`config.mk`:
```
export PLATFORM = sky130hd
export DESIGN_NAME = sme_sync_entry
export DESIGN_NICKNAME = d
export VERILOG_FILES = /design/src/core/sme_pkg.sv /design/src/core/sme_sync_entry.sv
export SDC_FILE = /design/constraint.sdc
export NUM_CORES = 1
export LEC_CHECK = 0
export BUFFER_PORTS_ARGS = -buffer_cell sky130_fd_sc_hd__clkbuf_2
export CORE_ASPECT_RATIO = 0.5
export CORE_MARGIN = 2
export CORE_UTILIZATION = 35
export CTS_BUF_LIST = sky130_fd_sc_hd__clkbuf_4
export DETAILED_ROUTE_END_ITERATION = 10
export HOLD_SLACK_MARGIN = 0.08
export PLACE_DENSITY_LB_ADDON = 0.08
export SYNTH_ARGS = -nofsm -noshare
export SYNTH_HDL_FRONTEND = slang
export SYNTH_SLANG_ARGS = --single-unit
```
`constraint.sdc`:
```
create_clock -name clk_sys_in -period 8.3 [get_ports clk_sys_in]
set_input_delay 0.83 -clock clk_sys_in [delete_from_list [all_inputs] [get_ports clk_sys_in]]
set_output_delay 0.83 -clock clk_sys_in [all_outputs]
set_load 0.01 [all_outputs]
```
`src/core/sme_pkg.sv`:
```
/*
  Constants for the sync and test mode entry block: mode and state encodings,
  crystal-clock counts for the synchronisation sequence, access-code
  layout and the sequencer reset state.
  Assumes the surrounding logic samples pin levels synchronously to clk_sys_in
  and presents the single-step and high-voltage-mode pins already classified
  into normal and high-voltage levels by analogue comparators.
*/
package sme_pkg;

  // ===========================================================================
  // Sequence timing, in crystal clock or instruction cycles
  // ===========================================================================
  localparam int unsigned CLEAR_HOLD_CYC   = 4;   // Least test zero high time
  localparam int unsigned ENTER_DELAY_CYC  = 2;   // Fall to first time state
  localparam int unsigned CLK_PER_INSTR    = 15;  // Crystal clocks per instruction
  localparam int unsigned RELEASE_INSTR    = 5;   // Instruction cycles before reset
  localparam int unsigned RELEASE_WAIT_CYC = CLK_PER_INSTR * RELEASE_INSTR;

  // ===========================================================================
  // Sequencer layout
  // ===========================================================================
  localparam int unsigned PRESC_W       = 4;      // Prescaler width, counts to 14
  localparam logic [3:0]  PRESC_LAST    = 4'he;   // Last prescaler count
  localparam logic [3:0]  PRESC_RESET   = 4'h0;
  localparam int unsigned TSTATE_W      = 3;      // Time state index 0..4
  localparam logic [2:0]  TSTATE_FIRST  = 3'h0;   // Time state 1
  localparam logic [2:0]  TSTATE_LAST   = 3'h4;   // Time state 5
  localparam logic        PHASE_FIRST   = 1'b0;   // Phase 1

  // ===========================================================================
  // Access codes
  // ===========================================================================
  localparam logic [2:0]  PORT2_SPECIAL = 3'h0;   // Port 2 bits 0..2 for special
  localparam logic [7:0]  PORT1_SIG     = 8'hfe;  // Port 1 signature pattern

  // Decoded mode, one-hot
  typedef enum logic [5:0] {
    MODE_NORMAL   = 6'b00_0001,
    MODE_SYNC     = 6'b00_0010,
    MODE_PROG     = 6'b00_0100,
    MODE_VERIFY   = 6'b00_1000,
    MODE_SIG      = 6'b01_0000,
    MODE_SECURITY = 6'b10_0000
  } sme_mode_type;

  // Synchronisation sequence state, one-hot
  typedef enum logic [4:0] {
    ST_IDLE    = 5'b0_0001,   // No high voltage on single-step
    ST_ARMED   = 5'b0_0010,   // Sync mode, waiting for test zero
    ST_CLEAR   = 5'b0_0100,   // Test zero high, sequencer held
    ST_ENTER   = 5'b0_1000,   // Test zero fell, counting to phase 1
    ST_RUN     = 5'b1_0000    // Sequencer released
  } sme_state_type;

endpackage : sme_pkg

```
`src/core/sme_sync_entry.sv`:
```
/*
  Sync and test mode entry: forces the prescaler and time-state generator
  into a known phase under tester control, decodes the special access modes
  and gates the internal run signal after reset release.
  Assumes clk_sys_in is the crystal clock input domain, all pins are sampled
  synchronously, and high-voltage levels arrive as separate comparator flags.
*/
`timescale 1ns/1ns
`default_nettype none

module sme_sync_entry #(
  parameter int unsigned RELEASE_WAIT = sme_pkg::RELEASE_WAIT_CYC
) (
  input  wire logic       clk_sys_in,          // Crystal clock domain
  input  wire logic       nrst_in,             // Async power-on reset
  input  wire logic       test_input_zero_in,  // Test zero pin level
  input  wire logic       single_step_hv_in,   // Single-step at high voltage
  input  wire logic       high_voltage_mode_pin_hv_in, // Mode pin at high voltage
  input  wire logic       reset_pin_in,        // Reset pin level, high = released
  input  wire logic [7:0] port1_in,            // Port 1 levels
  input  wire logic [2:0] port2_in,            // Port 2 bits 0..2
  output logic            sync_mode_out,       // Sync mode enabled
  output logic            seq_hold_out,        // Prescaler and states held clear
  output logic [3:0]      prescaler_out,       // Prescaler count
  output logic [2:0]      time_state_out,      // Time state, 0 = state 1
  output logic            phase_out,           // 0 = phase 1
  output logic            run_enable_out,      // Normal code execution allowed
  output logic            release_early_out,   // Reset released before the wait
  output logic [5:0]      mode_out,            // Decoded one-hot mode
  output logic            signature_sel_out    // Signature area selected
);

  // ===========================================================================
  // Sequence state
  // ===========================================================================
  sme_pkg::sme_state_type state_r, state_nxt;   // Sync sequence
  logic [6:0]             cnt_r, cnt_nxt;       // Shared cycle counter
  logic                   cleared_r, cleared_nxt; // Four clocks of clear met
  logic                   waited_r, waited_nxt; // Release wait met
  logic                   early_r, early_nxt;   // Sticky early release flag

  // Next-state for the sync sequence
  always_comb begin
    state_nxt   = state_r;
    cnt_nxt     = cnt_r;
    cleared_nxt = cleared_r;
    waited_nxt  = waited_r;
    early_nxt   = early_r;
    unique case (state_r)
      sme_pkg::ST_IDLE: begin
        // Sync needs reset low and mode pin not at high voltage
        if (single_step_hv_in && !reset_pin_in && !high_voltage_mode_pin_hv_in) begin
          state_nxt = sme_pkg::ST_ARMED;
          cnt_nxt   = '0;
        end
      end
      sme_pkg::ST_ARMED: begin
        // Tester honours the four-clock gap; we just wait for the strobe
        if (!single_step_hv_in) begin
          state_nxt = sme_pkg::ST_IDLE;
        end else if (test_input_zero_in) begin
          state_nxt   = sme_pkg::ST_CLEAR;
          cnt_nxt     = 7'd1;
          cleared_nxt = 1'b0;
        end
      end
      sme_pkg::ST_CLEAR: begin
        // Count the high time; a short pulse does not complete the clear
        if (cnt_r < 7'(sme_pkg::CLEAR_HOLD_CYC)) begin
          cnt_nxt = cnt_r + 7'd1;
        end
        if (cnt_r >= 7'(sme_pkg::CLEAR_HOLD_CYC - 1)) begin
          cleared_nxt = 1'b1;
        end
        // Only the registered flag counts: it needs four high samples already taken
        if (!test_input_zero_in) begin
          state_nxt = cleared_r ? sme_pkg::ST_ENTER : sme_pkg::ST_ARMED;
          cnt_nxt   = '0;
        end
      end
      sme_pkg::ST_ENTER: begin
        // Sequencer released on the second edge after the fall
        cnt_nxt = cnt_r + 7'd1;
        if (cnt_r == 7'(sme_pkg::ENTER_DELAY_CYC - 1)) begin
          state_nxt  = sme_pkg::ST_RUN;
          cnt_nxt    = '0;
          waited_nxt = 1'b0;
        end
      end
      sme_pkg::ST_RUN: begin
        // Single-step drop is the tester's; count the release wait from it
        if (!single_step_hv_in && !waited_r) begin
          if (cnt_r == 7'(RELEASE_WAIT - 1)) begin
            waited_nxt = 1'b1;
          end else begin
            cnt_nxt = cnt_r + 7'd1;
          end
        end
        if (reset_pin_in && !waited_r) begin
          early_nxt = 1'b1;
        end
      end
      default: state_nxt = sme_pkg::ST_IDLE;
    endcase
  end

  // Register the sync sequence
  always_ff @(posedge clk_sys_in or negedge nrst_in) begin
    if (!nrst_in) begin
      state_r   <= sme_pkg::ST_IDLE;
      cnt_r     <= '0;
      cleared_r <= 1'b0;
      waited_r  <= 1'b0;
      early_r   <= 1'b0;
    end else begin
      state_r   <= state_nxt;
      cnt_r     <= cnt_nxt;
      cleared_r <= cleared_nxt;
      waited_r  <= waited_nxt;
      early_r   <= early_nxt;
    end
  end

  // ===========================================================================
  // Prescaler and time-state generator
  // ===========================================================================
  logic [3:0] presc_r, presc_nxt;   // Divides crystal clock by fifteen
  logic [2:0] ts_r, ts_nxt;         // Time state within instruction
  logic       ph_r, ph_nxt;         // Phase within time state
  logic       hold;                 // Clear and hold

  // Held through clear and the two-clock entry delay
  assign hold = (state_r == sme_pkg::ST_CLEAR) || (state_r == sme_pkg::ST_ENTER);

  // Three crystal clocks per time state: phase 1 two clocks, phase 2 one
  always_comb begin
    presc_nxt = presc_r;
    ts_nxt    = ts_r;
    ph_nxt    = ph_r;
    if (hold) begin
      presc_nxt = sme_pkg::PRESC_RESET;
      ts_nxt    = sme_pkg::TSTATE_FIRST;
      ph_nxt    = sme_pkg::PHASE_FIRST;
    end else begin
      presc_nxt = (presc_r == sme_pkg::PRESC_LAST) ? sme_pkg::PRESC_RESET
                                                   : presc_r + 4'h1;
      ph_nxt    = (presc_nxt % 4'd3) == 4'd2;
      ts_nxt    = 3'(presc_nxt / 4'd3);
    end
  end

  // Register the sequencer
  always_ff @(posedge clk_sys_in or negedge nrst_in) begin
    if (!nrst_in) begin
      presc_r <= sme_pkg::PRESC_RESET;
      ts_r    <= sme_pkg::TSTATE_FIRST;
      ph_r    <= sme_pkg::PHASE_FIRST;
    end else begin
      presc_r <= presc_nxt;
      ts_r    <= ts_nxt;
      ph_r    <= ph_nxt;
    end
  end

  // ===========================================================================
  // Access-code decode
  // ===========================================================================
  logic [5:0] mode_r, mode_nxt;   // Registered mode
  logic       sig_r, sig_nxt;     // Signature area select

  // Special modes need port 2 low three bits zero; mode pin selects prog/verify
  always_comb begin
    sig_nxt = 1'b0;
    if (state_r != sme_pkg::ST_IDLE && single_step_hv_in) begin
      mode_nxt = sme_pkg::MODE_SYNC;
    end else if (high_voltage_mode_pin_hv_in) begin
      if (port2_in == sme_pkg::PORT2_SPECIAL) begin
        // Port 1 pattern picks signature row, else security bit/byte
        sig_nxt  = (port1_in == sme_pkg::PORT1_SIG);
        mode_nxt = sig_nxt ? sme_pkg::MODE_SIG : sme_pkg::MODE_SECURITY;
      end else begin
        // Test zero high with reset high reads back data
        mode_nxt = (test_input_zero_in && reset_pin_in) ? sme_pkg::MODE_VERIFY
                                                        : sme_pkg::MODE_PROG;
      end
    end else begin
      mode_nxt = sme_pkg::MODE_NORMAL;
    end
  end

  // Register the decode
  always_ff @(posedge clk_sys_in or negedge nrst_in) begin
    if (!nrst_in) begin
      mode_r <= sme_pkg::MODE_NORMAL;
      sig_r  <= 1'b0;
    end else begin
      mode_r <= mode_nxt;
      sig_r  <= sig_nxt;
    end
  end

  // ===========================================================================
  // Outputs
  // ===========================================================================
  assign sync_mode_out     = (state_r != sme_pkg::ST_IDLE);
  assign seq_hold_out      = hold;
  assign prescaler_out     = presc_r;
  assign time_state_out    = ts_r;
  assign phase_out         = ph_r;
  // Outside sync, reset alone governs; after sync the wait must also be met
  assign run_enable_out    = reset_pin_in &&
                             ((state_r != sme_pkg::ST_RUN) ? (state_r == sme_pkg::ST_IDLE)
                                                           : waited_r);
  assign release_early_out = early_r;
  assign mode_out          = mode_r;
  assign signature_sel_out = sig_r;

endmodule : sme_sync_entry

`default_nettype wire

```
; Word level (Yosys, flattened, before mapping)
; Index checks and enable logic that the tools add are counted.
[word_totals]
regBits = 30
input_bits = 17
out_inout_bits = 19
[classes]
addsub = 2
div = 2
order_cmp = 2
eq_ne = 23
n_mux = 37
bitwise = 1
reduce_logical = 21
[op_table]
columns = cell, count
row1 = $mux W7, 8
row2 = $pmux W7 S5, 1
row3 = $mux W5, 5
row4 = $pmux W5 S5, 1
row5 = $mux W6, 4
row6 = $ne A2 B2 Y1 const B, 9
row7 = $mux W4, 4
row8 = $mux W1, 11
row9 = $eq A8 B8 Y1 const B, 1
row10 = $reduce_and A4 Y1, 2
row11 = $add A7 B1 Y7 const B, 1
row12 = $eq A7 B1 Y1 const B, 1
row13 = $eq A7 B7 Y1 const B, 1
row14 = $ge A7 B2 Y1 const B, 1
row15 = $logic_and A1 B1 Y1, 7
row16 = $lt A7 B3 Y1 const B, 1
row17 = $reduce_and A7 Y1, 1
row18 = $ne A3 B3 Y1 const B, 2
row19 = $eq A5 B1 Y1 const B, 1
row20 = $eq A5 B2 Y1 const B, 1
row21 = $eq A5 B3 Y1 const B, 1
row22 = $eq A5 B4 Y1 const B, 1
row23 = $eq A5 B5 Y1 const B, 1
row24 = $ne A5 B1 Y1 const B, 1
row25 = other kinds (16), 21

; Longest topological paths before layout
; Gate-level depths: netlist (run 1).
[depth]
depth_word = 5
mapped_depth = 14

; Worst setup path before layout (run 1)
; Ideal clock, no wire load.
[synth_timing]
path_type = flip-flop to flip-flop
start = register presc_r[0], in the netlist prescaler_out[0]
end = register ph_r, in the netlist phase_out
setup_time_ns = 0.065
t_arrival_ns = 2.674
setup_slack_ns = 5.561
path_stages_with_launch = 14
n_path_buf = 0
synth_period_minus_slack_ns = 2.739
path_cell_list = dfrtp_1 -> o21ai_0 -> a21oi_1 -> inv_1 -> ha_1 -> ha_1 -> inv_1 -> ha_1 -> nand2_1 -> xnor2_1 -> ha_1 -> a21bo_2 -> a221oi_1 -> o21a_1
[synth_between]
elab_chain_cells = 5
[synth_rtl]
columns = item, line
row1 = "start, declared", sme_sync_entry.sv:127  ; logic [3:0] presc_r, presc_nxt;
row2 = "start signal, assigned", sme_sync_entry.sv:155  ; presc_r <= sme_pkg::PRESC_RESET;
row3 = "start signal, assigned", sme_sync_entry.sv:159  ; presc_r <= presc_nxt;
row4 = $add A4 B1 Y4 / $eq A4 B4 Y1 (equally long branches), "sme_sync_entry.sv:146, sme_sync_entry.sv:145"
row5 = $mux W4 (*), sme_sync_entry.sv:145  ; presc_nxt = (presc_r == sme_pkg::PRESC_LAST) ? sme_pkg::PRESC_RESET
row6 = $mod A4 B2 Y4 (*), sme_sync_entry.sv:147  ; ph_nxt = (presc_nxt % 4'd3) == 4'd2;
row7 = $eq A4 B2 Y1 (*), sme_sync_entry.sv:147
row8 = $mux W1 (*), sme_sync_entry.sv:140  ; if (hold) begin
row9 = named net ph_nxt, sme_sync_entry.sv:129  ; logic ph_r, ph_nxt;
row10 = "end signal, assigned", sme_sync_entry.sv:157  ; ph_r <= sme_pkg::PHASE_FIRST;
row11 = "end signal, assigned", sme_sync_entry.sv:161  ; ph_r <= ph_nxt;
row12 = "end, declared", sme_sync_entry.sv:129
; The timed path passes the listed nets; every way through them passes the cells marked *.
; A chain may end at the register's enable or synchronous reset.

; Worst setup path in the final report (run 1)
[layout_timing]
start = register state_r[1]
end = output seq_hold_out
[layout_between]
elab_chain_cells = 2
[layout_rtl]
columns = item, line
row1 = "start, declared", sme_sync_entry.sv:36  ; sme_pkg::sme_state_type state_r, state_nxt;
row2 = "start signal, assigned", sme_sync_entry.sv:110  ; state_r <= sme_pkg::ST_IDLE;
row3 = "start signal, assigned", sme_sync_entry.sv:116  ; state_r <= state_nxt;
row4 = $eq A5 B3 Y1 / $eq A5 B4 Y1 (equally long branches), sme_sync_entry.sv:133  ; assign hold = (state_r == sme_pkg::ST_CLEAR) || (state_r == sme_pkg::ST_ENTER);
row5 = $logic_or A1 B1 Y1 (*), sme_sync_entry.sv:133
row6 = "end, declared", sme_sync_entry.sv:23  ; output logic seq_hold_out,
; Every way passes the cells marked *; elsewhere a longest branch is shown, timed or not.

==> out/metrics.csv, run 1 <==
metric,value,unit
outcome,"finished, final reports clean",
p_int,384,uW
postRouteWirelength,3580,um
mostFrequentLayoutCell,sky130_fd_sc_hd__clkbuf_2,
placement.cell_area,0.00196,mm2
report.final.slew_viol_count,0,
layout.filler_cells,476,
worst-setup-path-type,register to primary output,
final_cells,291,
synth_largest_type_area_fraction,39.0,%
antenna-diode-count,0,
warning_count_from_the_yosys_run,0,
slowest_delay,0.53,ns
final_area,0.00202,mm2
static-leakage-power,0.947,nW
cp_data_required_time,7.47,ns
antenna_found_initial,0,
post_synth_xor_area_fraction,1.01,%
cts_resized,0,
fin_total_pwr,688,uW
worstPathCellList,or3_1 > or3b_2 > nand2_1 > clkbuf_2,
synth_top_family_by_area,simple AND/OR/NAND/NOR gates,
clock_sink_count,29,
final_stage_net_count,246,
firstDrtPassIters,4,
finalHoldViolations,0,
worst_pin_slew,0.729,ns
io_pins,36,
place.gp.congestion,0.807,
switchingPower,304,uW
ctsHtreeMaxLevel,2,
ys_seq_elements,29,
area_growth_syn_to_layout,16.6,%
antenna_left,0,
post_cts_setup_repair_buffer_count,0,
worst_min_delay_path_endpoint,release_early_out,
synthesis.instances,183,
switching_share,44.2,%
r2r-start,prescaler_out[0],
mappedNetlistNets,209,
r2r_end,phase_out,
timing.slew.headroom,51.4,%
crit_path_end_kind,primary output,
critPathLaunchType,register,
post_synth.cell_area_avg,9.46,um2
maximum_number_of_pins_on_one_net_before_global_route_repair,30,
min_path_cells,1,
globalRouteTotalUtil,14.5,%
insertion_delay,0.33,ns
rows,18,
tritoncts_clock_tree,yes,
core_util_final,41.7,%
post_synth_num_cell_types,56,
most_common_flop_cell_mapped_by_yosys,sky130_fd_sc_hd__dfrtp_1,
fp.dieArea,0.00556,mm2
die_h,53.7,um
number_of_global_route_vias_before_repair,1250,
dp_hpwl,2680,um
inst_count_dp,283,
buffer_ports.inserted,35,
clock_tree.buffer_depth,2,
register_to_register_path_setup_slack,5.30,ns
tritoncts.num_buffers,5,
min_period_over_period,36.8,%
synth_compound_gate_area_share,19.9,%
post-synth-top-area-cell,sky130_fd_sc_hd__dfrtp_1,
mappedNetlistArea,0.00173,mm2
fmaxAchievable,328,MHz
fraction_of_the_mapped_netlist_area_in_simple_logic_gates,26.1,%
combinationalPowerShare,55.6,%
min_delay_startpoint,release_early_out,
maxCapViolations,0,
mostFrequentLayoutCells,"sky130_fd_sc_hd__clkbuf_2 (35), sky130_fd_sc_hd__dfrtp_1 (27), sky130_fd_sc_hd__nand2_1 (15), sky130_fd_sc_hd__nor2_1 (14)",
wire_per_inst,12.3,um
hold_path_class,register to register,
detail_route.drc_violations,0,
grt_setup_unrepaired,false,
crit_path_top_delay_cell,sky130_fd_sc_hd__or3b_2,
floorplan_core_area,0.00484,mm2
via_per_inst,4.98,
critPathLaunch,state_r[1],
clk_root_buffer_cell,sky130_fd_sc_hd__clkbuf_4,
die_width,103,um
post_synth_fa_ha_maj_area_fraction,6.50,%
layout-drive-gt1-share,25.8,%
postCtsHoldBufs,0,
muxShareOfSynthArea,0.578,%
clock_power_share,12.4,%
async_flop_share,100,%
skew,0.0106,ns
critPathMaxFanout,8,
start_util,35.8,%
synth.yosys.seq_area_share,42.1,%
seq_power_share,32.0,%
vdd.ir_drop.worst,0.0995,mV
vias,1449,
synth.top_cells.by_area,"sky130_fd_sc_hd__dfrtp_1 (39%), sky130_fd_sc_hd__ha_1 (6.5%), sky130_fd_sc_hd__nand2_1 (3.3%)",
finalWorstPathRequiredPeriod,3.05,ns
power.density_cell_area,341,mW/mm2
setup-tns-final,0,ns
cp.arrival,2.22,ns
globalRouteOverflowTotal,0,
r2r_cells,13,
number_of_flops_mapped_to_enable_cells_by_yosys,0,
wire_length_of_the_first_global_routing_pass,6000,um
path_clk_slew,0.09,ns
first_iter_violations,63,
setup_viol,0,
[cell type report]
| class | count | area [um2] | share of cell area (%) |
|---|---|---|---|
| multi-input combinational | 139 | 936 | 46.3 |
| timing repair buffer | 35 | 175 | 8.67 |
| sequential | 29 | 728 | 36.1 |
| tap | 70 | 87.6 | 4.34 |
| clock inverter | 2 | 10.0 | 0.496 |
| inverter | 10 | 37.5 | 1.86 |
| clock buffer | 6 | 45.0 | 2.23 |
[power groups by stage]
| stage | registers [mW] | clock network [mW] | logic (mW) |
|---|---|---|---|
| global placement | 0.221 | 0 | 0.381 |
| detailed placement | 0.222 | 0 | 0.385 |
| global route | 0.227 | 0.0984 | 0.441 |
| CTS | 0.220 | 0.0900 | 0.386 |
| floorplan | 0.227 | 0 | 0.290 |
| finish | 0.220 | 0.0854 | 0.382 |
[sequential cells by signal, summed over array words and instances (netlist names)]
| register | cells |
|---|---|
| waited_r | 1 |
| mode_out | 6 |
| cleared_r | 1 |
| prescaler_out | 4 |
| time_state_out | 3 |
| state_r | 5 |
| release_early_out | 1 |
| phase_out | 1 |
| cnt_r | 7 |
[through the flow]
step / setup slack, ns / hold slack, ns
final: 5.25 / 0.474
after detailed placement: 5.33 / 0.456
after global placement: 5.46 / 0.454
after CTS: 5.22 / 0.477
after floorplan: 5.56 / 0.483
after global routing: 4.94 / 0.495
[kinds of logic (layout without fill, tap and decap cells)]
family          after synthesis  count (layout)
xor+xnor                      2               2
compound gates               48              48
flops                        29              29
buf+inv                      15              53
fa+ha+maj                     9               9
mux                           1               1
simple gates                 79              79
[synth_stat cells (all sizes together), types with 2 or more instances]
library cell and number:
o22ai 3, a311oi 2, or2 4, nor2b 4, nor2 14, buf 2
a21boi 2, nor3 8, o211ai 2, ha 9, dfstp 2, o21ai 14
o31ai 3, a21oi 10, and3 5, nand3 4, dfrtp 27, or3 3
clkbuf 3, nand2b 7, o22a 2, or3b 3, nor3b 4, nand2 15
inv 10, a211oi 3
[how the worst max path moves through the flow]
stage                               to  slack, ns  cells after the start
after global placement       phase_out       5.46                     13
after detailed placement     phase_out       5.33                     13
after global routing         phase_out       4.94                     13
after CTS                 seq_hold_out       5.22                      4
final                     seq_hold_out       5.25                      4
after floorplan              phase_out       5.56                     13
[worst max-delay path: cells and delay by family, from the launching register on]
kind                   cells  cell delay, ns
buffers and inverters      1            0.19
flip-flops                 1            0.44
AND/OR/NAND/NOR            3            1.26
[layer usage]
layer	global-route usage [%]	wire length, um	vias to the layer above
met5	0	0	-
met4	3.95	32	0
met3	4.68	144	4
met2	21.2	1500	21
met1	20.6	1910	689
li1	-	-	735
Note: power is estimated with default switching activity, not from simulation.
==> run 2: changes to the inputs <==
- clock period: 8.3 -> 2.8 ns (I/O delays scaled with it)
==> out/metrics.csv, run 2 (synthesized netlist as in run 1, its figures left out) <==
metric,value,unit,change
p_int,1.31,mW,+240%
ctsHtreeMaxLevel,2,,unchanged
timing.slew.headroom,50.8,%,-0.55 points
outcome,"finished, final reports clean",,
slowest_delay,0.45,ns,-0.08 ns
firstDrtPassIters,4,,unchanged
clock_tree.buffer_depth,2,,unchanged
final_area,0.00214,mm2,+5.9%
r2r_end,phase_out,,
mostFrequentLayoutCells,"sky130_fd_sc_hd__clkbuf_2 (35), sky130_fd_sc_hd__dfrtp_1 (25), sky130_fd_sc_hd__nand2_1 (14), sky130_fd_sc_hd__nor2_1 (14), sky130_fd_sc_hd__buf_4 (11)",,
power.density_cell_area,1080,mW/mm2,+220%
path_delay_family,adder cells,,
tritoncts.num_buffers,5,,unchanged
clock_sink_count,29,,unchanged
maximum_number_of_pins_on_one_net_before_global_route_repair,30,,unchanged
skew,0.00285,ns,-0.00774 ns
io_pins,36,,unchanged
placement.cell_area,0.00199,mm2,+1.5%
vias,1473,,+1.7%
antenna-diode-count,0,,unchanged
worstSetupEndpoint,phase_out,,
r2r-start,prescaler_out[1],,
seq_power_share,27.9,%,-4.1 points
fp.dieArea,0.00556,mm2,unchanged
clock_power_share,10.6,%,-1.8 points
regMostFlops,cnt_r,,
buffer_ports.inserted,35,,unchanged
tritoncts_clock_tree,yes,,
worst_pin_slew,0.737,ns,+0.00826 ns
inst_count_dp,287,,+1.4%
worstPathCellList,nand2_1 > nor2_1 > a21oi_2 > inv_1 > ha_1 > ha_1 > inv_1 > ha_2 > nand2_2 > xnor2_2 > ha_2 > a21bo_2 > a221oi_2 > o21a_1,,
cp.arrival,2.91,ns,+0.69 ns
antenna_found_initial,0,,unchanged
layout-drive-gt1-share,32.2,%,+6.4 points
die_h,53.7,um,unchanged
floorplan_core_area,0.00484,mm2,unchanged
crit_path_end_kind,register,,
global_route.usage.met3,4.42,%,-0.26 points
final_stage_net_count,258,,+4.9%
postRouteWirelength,3840,um,+7.1%
grt-busiest-layer,met2,,
globalRouteOverflowTotal,0,,unchanged
number_of_global_route_vias_before_repair,1319,,+5.5%
hold_path_class,input pin to register,,
register_to_register_path_setup_slack,0.17,ns,-5.13 ns
place.gp.congestion,0.780,,-3.3%
worst-setup-path-type,register to register,,
vdd.ir_drop.worst,0.416,mV,+320%
clk_root_buffer_cell,sky130_fd_sc_hd__clkbuf_4,,
gr-usage-met1,18.9,%,-1.7 points
detail_route.drc_violations,0,,unchanged
start_util,35.8,%,unchanged
timing.critical_path.buf_inv,2,,+1
globalRouteTotalUtil,14.5,%,+0.041 points
die_width,103,um,unchanged
insertion_delay,0.33,ns,about the same
combinationalPowerShare,61.5,%,+5.9 points
fmaxAchievable,380,MHz,
dp_hpwl,2810,um,+4.6%
grt_setup_unrepaired,false,,
critPathMaxFanout,6,,-2
report.final.slew_viol_count,0,,unchanged
wire_length_of_the_first_global_routing_pass,6040,um,+0.68%
finalHoldViolations,0,,unchanged
rows,18,,unchanged
worst-path-stages,14,,+10
first_iter_violations,83,,+32%
finalWorstPathRequiredPeriod,2.63,ns,
critPathLaunch,prescaler_out[1],,
setup_viol,0,,unchanged
crit_path_top_delay_cell,sky130_fd_sc_hd__dfrtp_2,,
r2r_cells,14,,+1
mostFrequentLayoutCell,sky130_fd_sc_hd__clkbuf_2,,
number_of_flip_flops_in_the_largest_register,7,,unchanged
final_cells,303,,+4.1%
switchingPower,997,uW,+230%
area_growth_syn_to_layout,23.6,%,
critPathLaunchType,register,,
via_per_inst,4.86,,-2.4%
switching_share,43.1,%,-1.1 points
cp_data_required_time,3.07,ns,-4.40 ns
wire_per_inst,12.7,um,+2.9%
maxCapViolations,0,,unchanged
antenna_left,0,,unchanged
min_delay_startpoint,high_voltage_mode_pin_hv_in,,
m2_gr_usage,23.4,%,+2.3 points
path_clk_slew,0.10,ns,about the same
min_period_over_period,94.0,%,
static-leakage-power,1.00,nW,+6.0%
[run 2: through the flow]
stage | setup TNS, ns | worst slack [ns] | hold WS, ns | util [%] | power (mW)
floorplan | 0 | 0.0607 | -0.0156 | - | 1.53
global placement | 0 | 0.0389 | 0.390 | 41.2 | 1.84
detailed placement | -0.203 | -0.203 | 0.397 | 41.2 | 1.87
CTS | 0 | 0.00497 | 0.0858 | 42.7 | 2.16
global route | 0 | 0.000744 | 0.0807 | 44.2 | 2.54
finish | 0 | 0.168 | 0.0997 | 44.2 | 2.31
[run 2: timing repair]
item / CTS / global route
endpoints found under the setup margin: 1 / 1
pin swaps: 0 / 3
buffers inserted: 0 / 7
hold endpoints to repair: 27 / 0
resized for setup: 4 / 5
hold buffers: 1 / 0
[run 2: metal layers]
metal  wire [um]  vias to the layer above
li1            -                      754
met1        1960                      695
met2        1710                       19
met3         131                        5
met4          35                        0
met5           0                        -
[run 2: worst min-delay path by stage]
stage / to / slack (ns) / cells after the start
after floorplan: cleared_r / -0.02 / 0
after global placement: cnt_r[2] / 0.39 / 1
after detailed placement: cnt_r[2] / 0.40 / 1
after CTS: mode_out[0] / 0.09 / 2
after global routing: mode_out[0] / 0.08 / 2
final: mode_out[0] / 0.1 / 2
[run 2: power groups by stage]
stage	clock [mW]	sequential, mW	combinational, mW
after floorplan	0	0.672	0.859
after global placement	0	0.649	1.19
after detailed placement	0	0.653	1.22
after CTS	0.257	0.647	1.26
after global routing	0.276	0.666	1.60
final	0.244	0.645	1.42
[run 2: layout make-up]
class | count | area (um2)
inverter | 10 | 37.5
multi-input combinational | 139 | 966
clock buffer | 5 | 37.5
timing repair buffer | 47 | 268
fill | 463 | 2700
tap | 70 | 87.6
clock inverter | 3 | 12.5
sequential | 29 | 731
[run 2: worst reg2reg max path, cell delays in order, from the launching register on]
cell and delay (ns):
sky130_fd_sc_hd__dfrtp_2 0.45, sky130_fd_sc_hd__nand2_1 0.08, sky130_fd_sc_hd__nor2_1 0.04, sky130_fd_sc_hd__a21oi_2 0.15, sky130_fd_sc_hd__inv_1 0.08, sky130_fd_sc_hd__ha_1 0.23
sky130_fd_sc_hd__ha_1 0.18, sky130_fd_sc_hd__inv_1 0.05, sky130_fd_sc_hd__ha_2 0.17, sky130_fd_sc_hd__nand2_2 0.08, sky130_fd_sc_hd__xnor2_2 0.25, sky130_fd_sc_hd__ha_2 0.24
sky130_fd_sc_hd__a21bo_2 0.23, sky130_fd_sc_hd__a221oi_2 0.21, sky130_fd_sc_hd__o21a_1 0.15
